[src/hdl/mstp_dsby_params.svh]
`ifndef MSTP_DSBY_PARAMS_SVH
`define MSTP_DSBY_PARAMS_SVH
// Register byte offsets on the bus.
`define OFS_STOP_A 12'h000
`define OFS_STOP_B 12'h004
`define OFS_STOP_C 12'h008
`define OFS_DSBY_CTRL 12'h00C
`define OFS_WAKE_EN0 12'h010
`define OFS_WAKE_EN1 12'h014
`define OFS_WAKE_EN2 12'h018
`define OFS_WAKE_EN3 12'h01C
`define OFS_WAKE_FLAG0 12'h020
`define OFS_WAKE_EDGE0 12'h024
`define OFS_RESET_STATUS 12'h028
`define OFS_IRQ_STATUS 12'h02C
`define OFS_IRQ_MASK 12'h030
`define OFS_VMON_SET 12'h034
// Reset values.
`define RST_STOP_A 32'hFFFF_FFFF
`define RST_STOP_B 32'hFFFF_FFFF
`define RST_STOP_C 32'hFFFF_FFFF
// Field positions.
`define BIT_CAN0 0
`define BIT_CAN1 1
`define BIT_SCI12 4
`define BIT_DOC 6
`define BIT_TEMP 8
`define BIT_ELC 9
`define BIT_MAC_DMA 15
`define BIT_PDC 22
`define BIT_SCI7 24
`define BIT_SCI4 27
`define BIT_SRAM 7
`define BIT_IIC2 17
`define BIT_CAC 19
`define BIT_SPI2 22
`define BIT_QSPI 23
`define BIT_SCI11 24
`define BIT_SCI8 27
`define BIT_VMON0 1
`define BIT_VMON2 3
`define WAKE_LO 4
`define WAKE_HI 7
`endif

[src/hdl/mstp_dsby_pkg.sv]
package mstp_dsby_pkg;
   typedef enum logic [1:0] {
      CUT_KEEP = 2'b00,
      CUT_OFF = 2'b01,
      CUT_BAD = 2'b10,
      CUT_DEEP = 2'b11
   } deep_cut_t;
   typedef enum logic [1:0] {
      PH_IDLE = 2'b00,
      PH_WRITE = 2'b01,
      PH_READ = 2'b10
   } bus_phase_t;
endpackage

[src/hdl/module_stop_deep_standby_ctrl.sv]
`timescale 1ns/1ps
`include "mstp_dsby_params.svh"
module module_stop_deep_standby_ctrl (
   // Clock and reset.
   input wire logic hclk,
   input wire logic hresetn,
   // AHB-Lite slave.
   input wire logic hsel,
   input wire logic [11:0] haddr,
   input wire logic [1:0] htrans,
   input wire logic hwrite,
   input wire logic [2:0] hsize,
   input wire logic [31:0] hwdata,
   input wire logic hready,
   output logic [31:0] hrdata,
   output logic hreadyout,
   output logic hresp,
   // Peripheral clock enables, high while the peripheral runs.
   output logic [31:0] clk_en_a,
   output logic [31:0] clk_en_b,
   output logic [31:0] clk_en_c,
   output logic mac_clk_en,
   output logic mac_dma_clk_en,
   // Deep standby control.
   input wire logic deep_standby_active,
   input wire logic [3:0] deep_wake_pin,
   input wire logic [7:0] other_wake_src,
   output logic deep_wake_release,
   output logic sram_usb_power_on,
   output logic vdet_stop,
   output logic por_low_power,
   // Voltage monitor reset causes, one-cycle pulses.
   input wire logic [2:0] vmon_reset_pulse,
   // Interrupt.
   output logic irq
);
   typedef struct packed {
      mstp_dsby_pkg::bus_phase_t phase;
      logic [11:0] addr;
      logic [31:0] rdata;
      logic [31:0] stop_a;
      logic [31:0] stop_b;
      logic [31:0] stop_c;
      logic [1:0] deep_cut;
      logic [3:0] wake_en0;
      logic [7:0] wake_en1;
      logic [7:0] wake_en2;
      logic [7:0] wake_en3;
      logic [3:0] wake_flag0;
      logic [3:0] wake_edge0;
      logic [2:0] vmon_flag;
      logic [2:0] irq_status;
      logic [2:0] irq_mask;
      logic [31:0] en_a;
      logic [31:0] en_b;
      logic [31:0] en_c;
      logic mac_en;
      logic dma_en;
      logic release_o;
      logic pwr_on;
      logic vdet_off;
      logic por_lp;
      logic irq_o;
   } ctrl_state_t;

   ctrl_state_t s;
   ctrl_state_t next_s;
   logic [3:0] pin_s;
   logic [3:0] pin_event;
   logic [7:0] other_s;

   genvar gi;
   generate
      for (gi = 0; gi < 4; gi++) begin : g_pin
         pin_sync u_sync (
            .hclk(hclk),
            .hresetn(hresetn),
            .async_in(deep_wake_pin[gi]),
            .sync_out(pin_s[gi])
         );
         wake_detect u_det (
            .hclk(hclk),
            .hresetn(hresetn),
            .pin_sync(pin_s[gi]),
            .edge_sel(s.wake_edge0[gi]),
            .event_pulse(pin_event[gi])
         );
      end
      for (gi = 0; gi < 8; gi++) begin : g_other
         pin_sync u_sync (
            .hclk(hclk),
            .hresetn(hresetn),
            .async_in(other_wake_src[gi]),
            .sync_out(other_s[gi])
         );
      end
   endgenerate

   logic [31:0] wd;
   logic wr;
   logic [3:0] pin_wake;
   logic other_wake;
   logic [2:0] vmon_in;
   logic [2:0] irq_ev;
   logic [31:0] rd;
   logic [1:0] cut_wr;
   logic [31:0] b_run;

   always_comb begin
      next_s = s;
      wd = hwdata;
      wr = (s.phase == mstp_dsby_pkg::PH_WRITE);
      vmon_in = vmon_reset_pulse;
      // Only enabled sources release deep standby, and only while in it.
      pin_wake = pin_event & s.wake_en0 & {4{deep_standby_active}};
      other_wake = deep_standby_active
         & (|(other_s & (s.wake_en1 | s.wake_en2 | s.wake_en3)));
      irq_ev = {|pin_wake, other_wake, |vmon_in};
      cut_wr = wd[1:0];

      // Address phase capture.
      next_s.phase = mstp_dsby_pkg::PH_IDLE;
      if (hsel && hready && htrans[1]) begin
         next_s.addr = haddr;
         next_s.phase = hwrite ? mstp_dsby_pkg::PH_WRITE : mstp_dsby_pkg::PH_READ;
      end

      // Register writes in the data phase.
      if (wr) begin
         unique case (s.addr)
            `OFS_STOP_A: next_s.stop_a = wd;
            `OFS_STOP_B: next_s.stop_b = wd;
            `OFS_STOP_C: next_s.stop_c = wd;
            `OFS_DSBY_CTRL: begin
               // The forbidden code is refused; the old setting stays.
               if (cut_wr != mstp_dsby_pkg::CUT_BAD) begin
                  next_s.deep_cut = cut_wr;
               end
            end
            `OFS_WAKE_EN0: next_s.wake_en0 = wd[`WAKE_HI:`WAKE_LO];
            `OFS_WAKE_EN1: next_s.wake_en1 = wd[7:0];
            `OFS_WAKE_EN2: next_s.wake_en2 = wd[7:0];
            `OFS_WAKE_EN3: next_s.wake_en3 = wd[7:0];
            `OFS_WAKE_FLAG0: next_s.wake_flag0 = s.wake_flag0 & ~wd[`WAKE_HI:`WAKE_LO];
            `OFS_WAKE_EDGE0: next_s.wake_edge0 = wd[`WAKE_HI:`WAKE_LO];
            `OFS_RESET_STATUS: next_s.vmon_flag = s.vmon_flag & ~wd[`BIT_VMON2:`BIT_VMON0];
            `OFS_IRQ_STATUS: next_s.irq_status = s.irq_status & ~wd[2:0];
            `OFS_IRQ_MASK: next_s.irq_mask = wd[2:0];
            default: begin
            end
         endcase
      end

      // Hardware sets win over software clears.
      next_s.wake_flag0 = next_s.wake_flag0 | pin_wake;
      next_s.vmon_flag = next_s.vmon_flag | vmon_in;
      next_s.irq_status = next_s.irq_status | irq_ev;

      // Read mux, registered for the data phase answer.
      rd = 32'h0000_0000;
      unique case (haddr)
         `OFS_STOP_A: rd = s.stop_a;
         `OFS_STOP_B: rd = s.stop_b;
         `OFS_STOP_C: rd = s.stop_c;
         `OFS_DSBY_CTRL: rd[1:0] = s.deep_cut;
         `OFS_WAKE_EN0: rd[`WAKE_HI:`WAKE_LO] = s.wake_en0;
         `OFS_WAKE_EN1: rd[7:0] = s.wake_en1;
         `OFS_WAKE_EN2: rd[7:0] = s.wake_en2;
         `OFS_WAKE_EN3: rd[7:0] = s.wake_en3;
         `OFS_WAKE_FLAG0: rd[`WAKE_HI:`WAKE_LO] = s.wake_flag0;
         `OFS_WAKE_EDGE0: rd[`WAKE_HI:`WAKE_LO] = s.wake_edge0;
         `OFS_RESET_STATUS: rd[`BIT_VMON2:`BIT_VMON0] = s.vmon_flag;
         `OFS_IRQ_STATUS: rd[2:0] = s.irq_status;
         `OFS_IRQ_MASK: rd[2:0] = s.irq_mask;
         default: rd = 32'h0000_0000;
      endcase
      next_s.rdata = rd;

      // Clock enables follow the stop bits; a set bit freezes the peripheral,
      // its registers hold because only the clock is removed.
      next_s.en_a = ~next_s.stop_a;
      b_run = ~next_s.stop_b;
      next_s.en_b = b_run;
      next_s.en_c = ~next_s.stop_c;
      // Each CAN channel follows only its own bit; no cross term exists.
      next_s.en_b[`BIT_CAN0] = b_run[`BIT_CAN0];
      next_s.en_b[`BIT_CAN1] = b_run[`BIT_CAN1];
      next_s.mac_en = b_run[`BIT_MAC_DMA];
      next_s.dma_en = b_run[`BIT_MAC_DMA];
      // Standby RAM stays clocked only when its stop bit is clear.
      next_s.en_c[`BIT_SRAM] = ~next_s.stop_c[`BIT_SRAM];

      next_s.release_o = (|pin_wake) | other_wake;
      unique case (mstp_dsby_pkg::deep_cut_t'(next_s.deep_cut))
         mstp_dsby_pkg::CUT_KEEP: begin
            next_s.pwr_on = 1'b1;
            next_s.vdet_off = 1'b0;
            next_s.por_lp = 1'b0;
         end
         mstp_dsby_pkg::CUT_DEEP: begin
            next_s.pwr_on = 1'b0;
            next_s.vdet_off = 1'b1;
            next_s.por_lp = 1'b1;
         end
         default: begin
            next_s.pwr_on = 1'b0;
            next_s.vdet_off = 1'b0;
            next_s.por_lp = 1'b0;
         end
      endcase
      // The power cut applies only while deep standby is in effect.
      if (!deep_standby_active) begin
         next_s.pwr_on = 1'b1;
         next_s.vdet_off = 1'b0;
         next_s.por_lp = 1'b0;
      end
      next_s.irq_o = |(next_s.irq_status & next_s.irq_mask);
   end

   always_ff @(posedge hclk or negedge hresetn) begin
      if (!hresetn) begin
         s <= '0;
         s.stop_a <= `RST_STOP_A;
         s.stop_b <= `RST_STOP_B;
         s.stop_c <= `RST_STOP_C;
         s.pwr_on <= 1'b1;
      end else begin
         s <= next_s;
      end
   end

   // The stop-bit writes to CAN need two CAN clocks before standby entry;
   // software times that, nothing here stalls for it.
   assign hrdata = s.rdata;
   assign hreadyout = 1'b1;
   assign hresp = 1'b0;
   assign clk_en_a = s.en_a;
   assign clk_en_b = s.en_b;
   assign clk_en_c = s.en_c;
   assign mac_clk_en = s.mac_en;
   assign mac_dma_clk_en = s.dma_en;
   assign deep_wake_release = s.release_o;
   assign sram_usb_power_on = s.pwr_on;
   assign vdet_stop = s.vdet_off;
   assign por_low_power = s.por_lp;
   assign irq = s.irq_o;
endmodule

[src/hdl/pin_sync.sv]
`timescale 1ns/1ps
// Two-stage synchroniser for one asynchronous level.
module pin_sync (
   input wire logic hclk,
   input wire logic hresetn,
   input wire logic async_in,
   output logic sync_out
);
   typedef struct packed {
      logic meta;
      logic sync;
   } sync_state_t;
   sync_state_t s;
   sync_state_t next_s;
   always_comb begin
      next_s.meta = async_in;
      next_s.sync = s.meta;
   end
   always_ff @(posedge hclk or negedge hresetn) begin
      if (!hresetn) begin
         s <= '0;
      end else begin
         s <= next_s;
      end
   end
   assign sync_out = s.sync;
endmodule

[src/hdl/wake_detect.sv]
`timescale 1ns/1ps
// Edge detector for one synchronised wake pin; edge_sel high picks falling edge.
module wake_detect (
   input wire logic hclk,
   input wire logic hresetn,
   input wire logic pin_sync,
   input wire logic edge_sel,
   output logic event_pulse
);
   typedef struct packed {
      logic prev;
      logic pulse;
   } det_state_t;
   det_state_t s;
   det_state_t next_s;
   always_comb begin
      next_s.prev = pin_sync;
      next_s.pulse = edge_sel ? (s.prev & ~pin_sync) : (~s.prev & pin_sync);
   end
   always_ff @(posedge hclk or negedge hresetn) begin
      if (!hresetn) begin
         s <= '0;
      end else begin
         s <= next_s;
      end
   end
   assign event_pulse = s.pulse;
endmodule
[config.mk]
export PLATFORM = sky130hd
export DESIGN_NAME = module_stop_deep_standby_ctrl
export DESIGN_NICKNAME = d
export VERILOG_FILES = /design/src/hdl/mstp_dsby_pkg.sv /design/src/hdl/module_stop_deep_standby_ctrl.sv /design/src/hdl/pin_sync.sv /design/src/hdl/wake_detect.sv
export VERILOG_INCLUDE_DIRS = /design/src /design/src/hdl
export SDC_FILE = /design/constraint.sdc
export NUM_CORES = 1
export LEC_CHECK = 0
export BUFFER_PORTS_ARGS = -buffer_cell sky130_fd_sc_hd__buf_2
export CAP_MARGIN = 20
export CORE_UTILIZATION = 37
export CTS_CLUSTER_SIZE = 40
export DETAILED_ROUTE_END_ITERATION = 10
export REMOVE_ABC_BUFFERS = 1
export SLEW_MARGIN = 20
export SYNTH_ARGS = -nofsm -noshare
export SYNTH_HDL_FRONTEND = slang
export SYNTH_SLANG_ARGS = --single-unit
export TNS_END_PERCENT = 1
[constraint.sdc]
create_clock -name hclk -period 2 [get_ports hclk]
set_input_delay 0.1 -clock hclk [delete_from_list [all_inputs] [get_ports hclk]]
set_output_delay 0.1 -clock hclk [all_outputs]
set_load 0.005 [all_outputs]
==> impl_results.md <==
* Worst Path Required at 2.39 ns
* Post-synth top area cell: dfrtp_1
* Min Tclk post-route at about 1.9 ns
* Filler cells at 3107
* CP arrival at 2.33 ns
* Clock buffer count from CTS at 38
* Number of flops mapped to enable cells by yosys at 0
* Worst-path clk slew at 0.06 ns
* Share of the synthesized area in the top cell type at 0.423
* Die width at around 190 um
* Critical-path maximum fanout at 3
* Register area share after synthesis at 0.615
* Die area at approximately 0.037 sq mm
* Clock latency on the worst-skew pair at 0.52 ns
* DIE HEIGHT at 191 um
* Vias in the first global route at 8065
* Worst setup EP type: register
* Layout net count at 1197
* Worst reg-to-reg setup slack at around 0.061 ns
* Total number of vias at around 7500
* Most frequent cells in the layout: dfrtp_1 (224), buf_2 (199), inv_1 (118)
* Top_reg_cell synth: dfrtp_1
* Leakage at between 0.008 and 0.009 uW
* Pwr dens at 944 mW/mm^2
* Relative slew slack at 0.564
* Num rows at 68
* Initial Util at 0.380
* Pin slew with the least headroom to its limit at 0.652 ns
* First-pass GRT wire length at between 40000 and 50000 um
* Layout cells sized above 1 at 0.493
* PnR worst setup slack at 0.0610 ns
* Core Region at 0.0349 sq mm
* Vias per cell at 4.67
* Worst hold path depth at 2
* Root buf cell: clkbuf_16
* Post-route ant nets at 0
* # clock sinks at 321
* Initial DRC count at 442
* RR Startpoint: s[287]
* Tcrit/Tclk final at 0.970
* Synth warn at 0
* Number of max-cap violations at 0
* Cells on worst reg2reg path at 5
* Register Area at between 0.008 and 0.009 sq mm
* Library cells used by synthesis at 53
* Grt ovf at 0
* Kind of critical path: reg -> reg
* Port Buffers at 200
* R2R Path End: irq
* Peak Freq at approximately 520 MHz
* CTS tree: done
* Hold Vio Cnt, Final at 0
* Max-slew violations at 0
* Place WS at 0.0674 ns
* Endpoints failing setup at 0
* Max H-tree Level at 2
* Largest net degree at the start of global routing at 68
* Post-Route WL at 29100 um
* Post-route DRC at 0
* Post-Route Utilization at 0.460
* Clk_skew at 0.0145 ns
* Placer Congestion at 0.803
* Register bit total from synthesis at 321
* Post-Syn Area at 0.0133 sq mm
* Total iterations of the first detailed-routing run at 5
* Multi-input logic area at 0.00350 sq mm
* Fin Setup TNS at 0 ns
* Post-Synthesis Cells at 941
* IO Count at roughly 210
* Wire per inst at approximately 18 um
* All-layer global routing usage at 0.162
* Outcome: finished clean
* Min-delay src: haddr[5]
* CP startpoint kind: register
* Mapped Avg Cell Area at 14.1 sq um
* Area delta synth->final at 21.0%
* Worst vdd ir at 0.630 mV
* Most common cell after layout, fill and taps aside: dfrtp_1
* Ant diodes at 0
* Initial antenna violation count at 1
* Worst hold-check path type: in -> reg
* Bufs on Longest Clock Path at 3
* HPWL after DPL at 19700 um
* Post-synth ARST share at 1.00
* Synth area leaders: dfrtp_1 (42%), dfstp_2 (19%), mux2_4 (10%)
* Worst hold endpoint: s[283]
## worst max-delay path, cell delays in order (launching register included)
cell      delay [ns]
dfrtp_1         0.40
nor4_4          0.33
and4_2          0.33
mux2_1          0.35
a21boi_1        0.13
a221o_1         0.28
## final cells by class
class / instances / share of cell area
clock buffer: 52 / 0.0670
clock inverter: 14 / 0.0117
multi-input combinational: 343 / 0.218
tap: 455 / 0.0355
timing repair buffer: 301 / 0.131
sequential: 321 / 0.508
inverter: 122 / 0.0285
## Yosys cell counts, types with 9 or more instances
| cell | number |
|---|---|
| inv_1 | 118 |
| a222oi_1 | 30 |
| mux2_2 | 54 |
| nand2_1 | 30 |
| dfstp_2 | 97 |
| buf_4 | 136 |
| nor2_1 | 9 |
| o21ai_0 | 11 |
| a22oi_1 | 9 |
| mux2_4 | 90 |
| buf_6 | 10 |
| dfrtp_1 | 224 |
## through the flow
stage	total power [uW]	std cells	instance area, sq um	hold WS (ns)
CTS	15400	1608	16000	0.0369
floorplan	7660	786	12100	-0.196
finish	15200	1608	16000	0.0503
detailed placement	8260	1483	14200	0.113
global route	15800	1608	16000	0.0547
global placement	8230	1483	14200	0.109
## what timing repair did
item,in CTS,in global routing
endpoints found under the hold margin,311,0
hold buffers,59,0
gates resized for setup,0,2
buffers inserted,0,0
setup endpoints to repair,0,1
## routing by layer
metal,vias up,global-route usage,part of all wire
met2,230,0.274,0.48
met5,-,0,0.00045
li1,3423,-,-
met3,55,0.0319,0.057
met1,3806,0.208,0.44
met4,2,0.0522,0.026
## cells by family (layout without fill, tap and decap cells)
group,after synthesis,count (layout),share of synthesized area
multiplexers,151,151,0.154
AO/OA/AOI/OAI,86,86,0.0539
other,2,2,0.000566
buffers and inverters,277,489,0.123
flip-flops,321,321,0.615
AND/OR/NAND/NOR,104,104,0.0538
## report_power, final
group	internal, uW	switching, uW	leakage [uW]
logic	555	503	0.00368
registers	6960	216	0.00372
clock network	4290	2630	0.000620
## flip-flops by register name, indices dropped and copies added, names as in the netlist, 4 cells and up
| name | cells |
|---|---|
| g_other.u_sync.sync_out | 8 |
| clk_en_a | 32 |
| clk_en_c | 32 |
| g_pin.u_det.s | 4 |
| g_pin.u_det.event_pulse | 4 |
| hrdata | 32 |
| g_pin.u_sync.sync_out | 4 |
| s | 157 |
| clk_en_b | 32 |
| g_pin.u_sync.next_s | 4 |
| g_other.u_sync.next_s | 8 |
## how the worst max path moves through the flow
stage,to,cells after the start,from,slack [ns]
CTS,irq,5,s[287],0.05
detailed placement,irq,5,s[287],0.07
finish,irq,5,s[287],0.06
global placement,irq,5,s[278],0.1
global route,irq,5,s[278],-0.0006
floorplan,hrdata[4],5,haddr[10],-0.1
No activity file was read; power rests on OpenSTA's default activity.
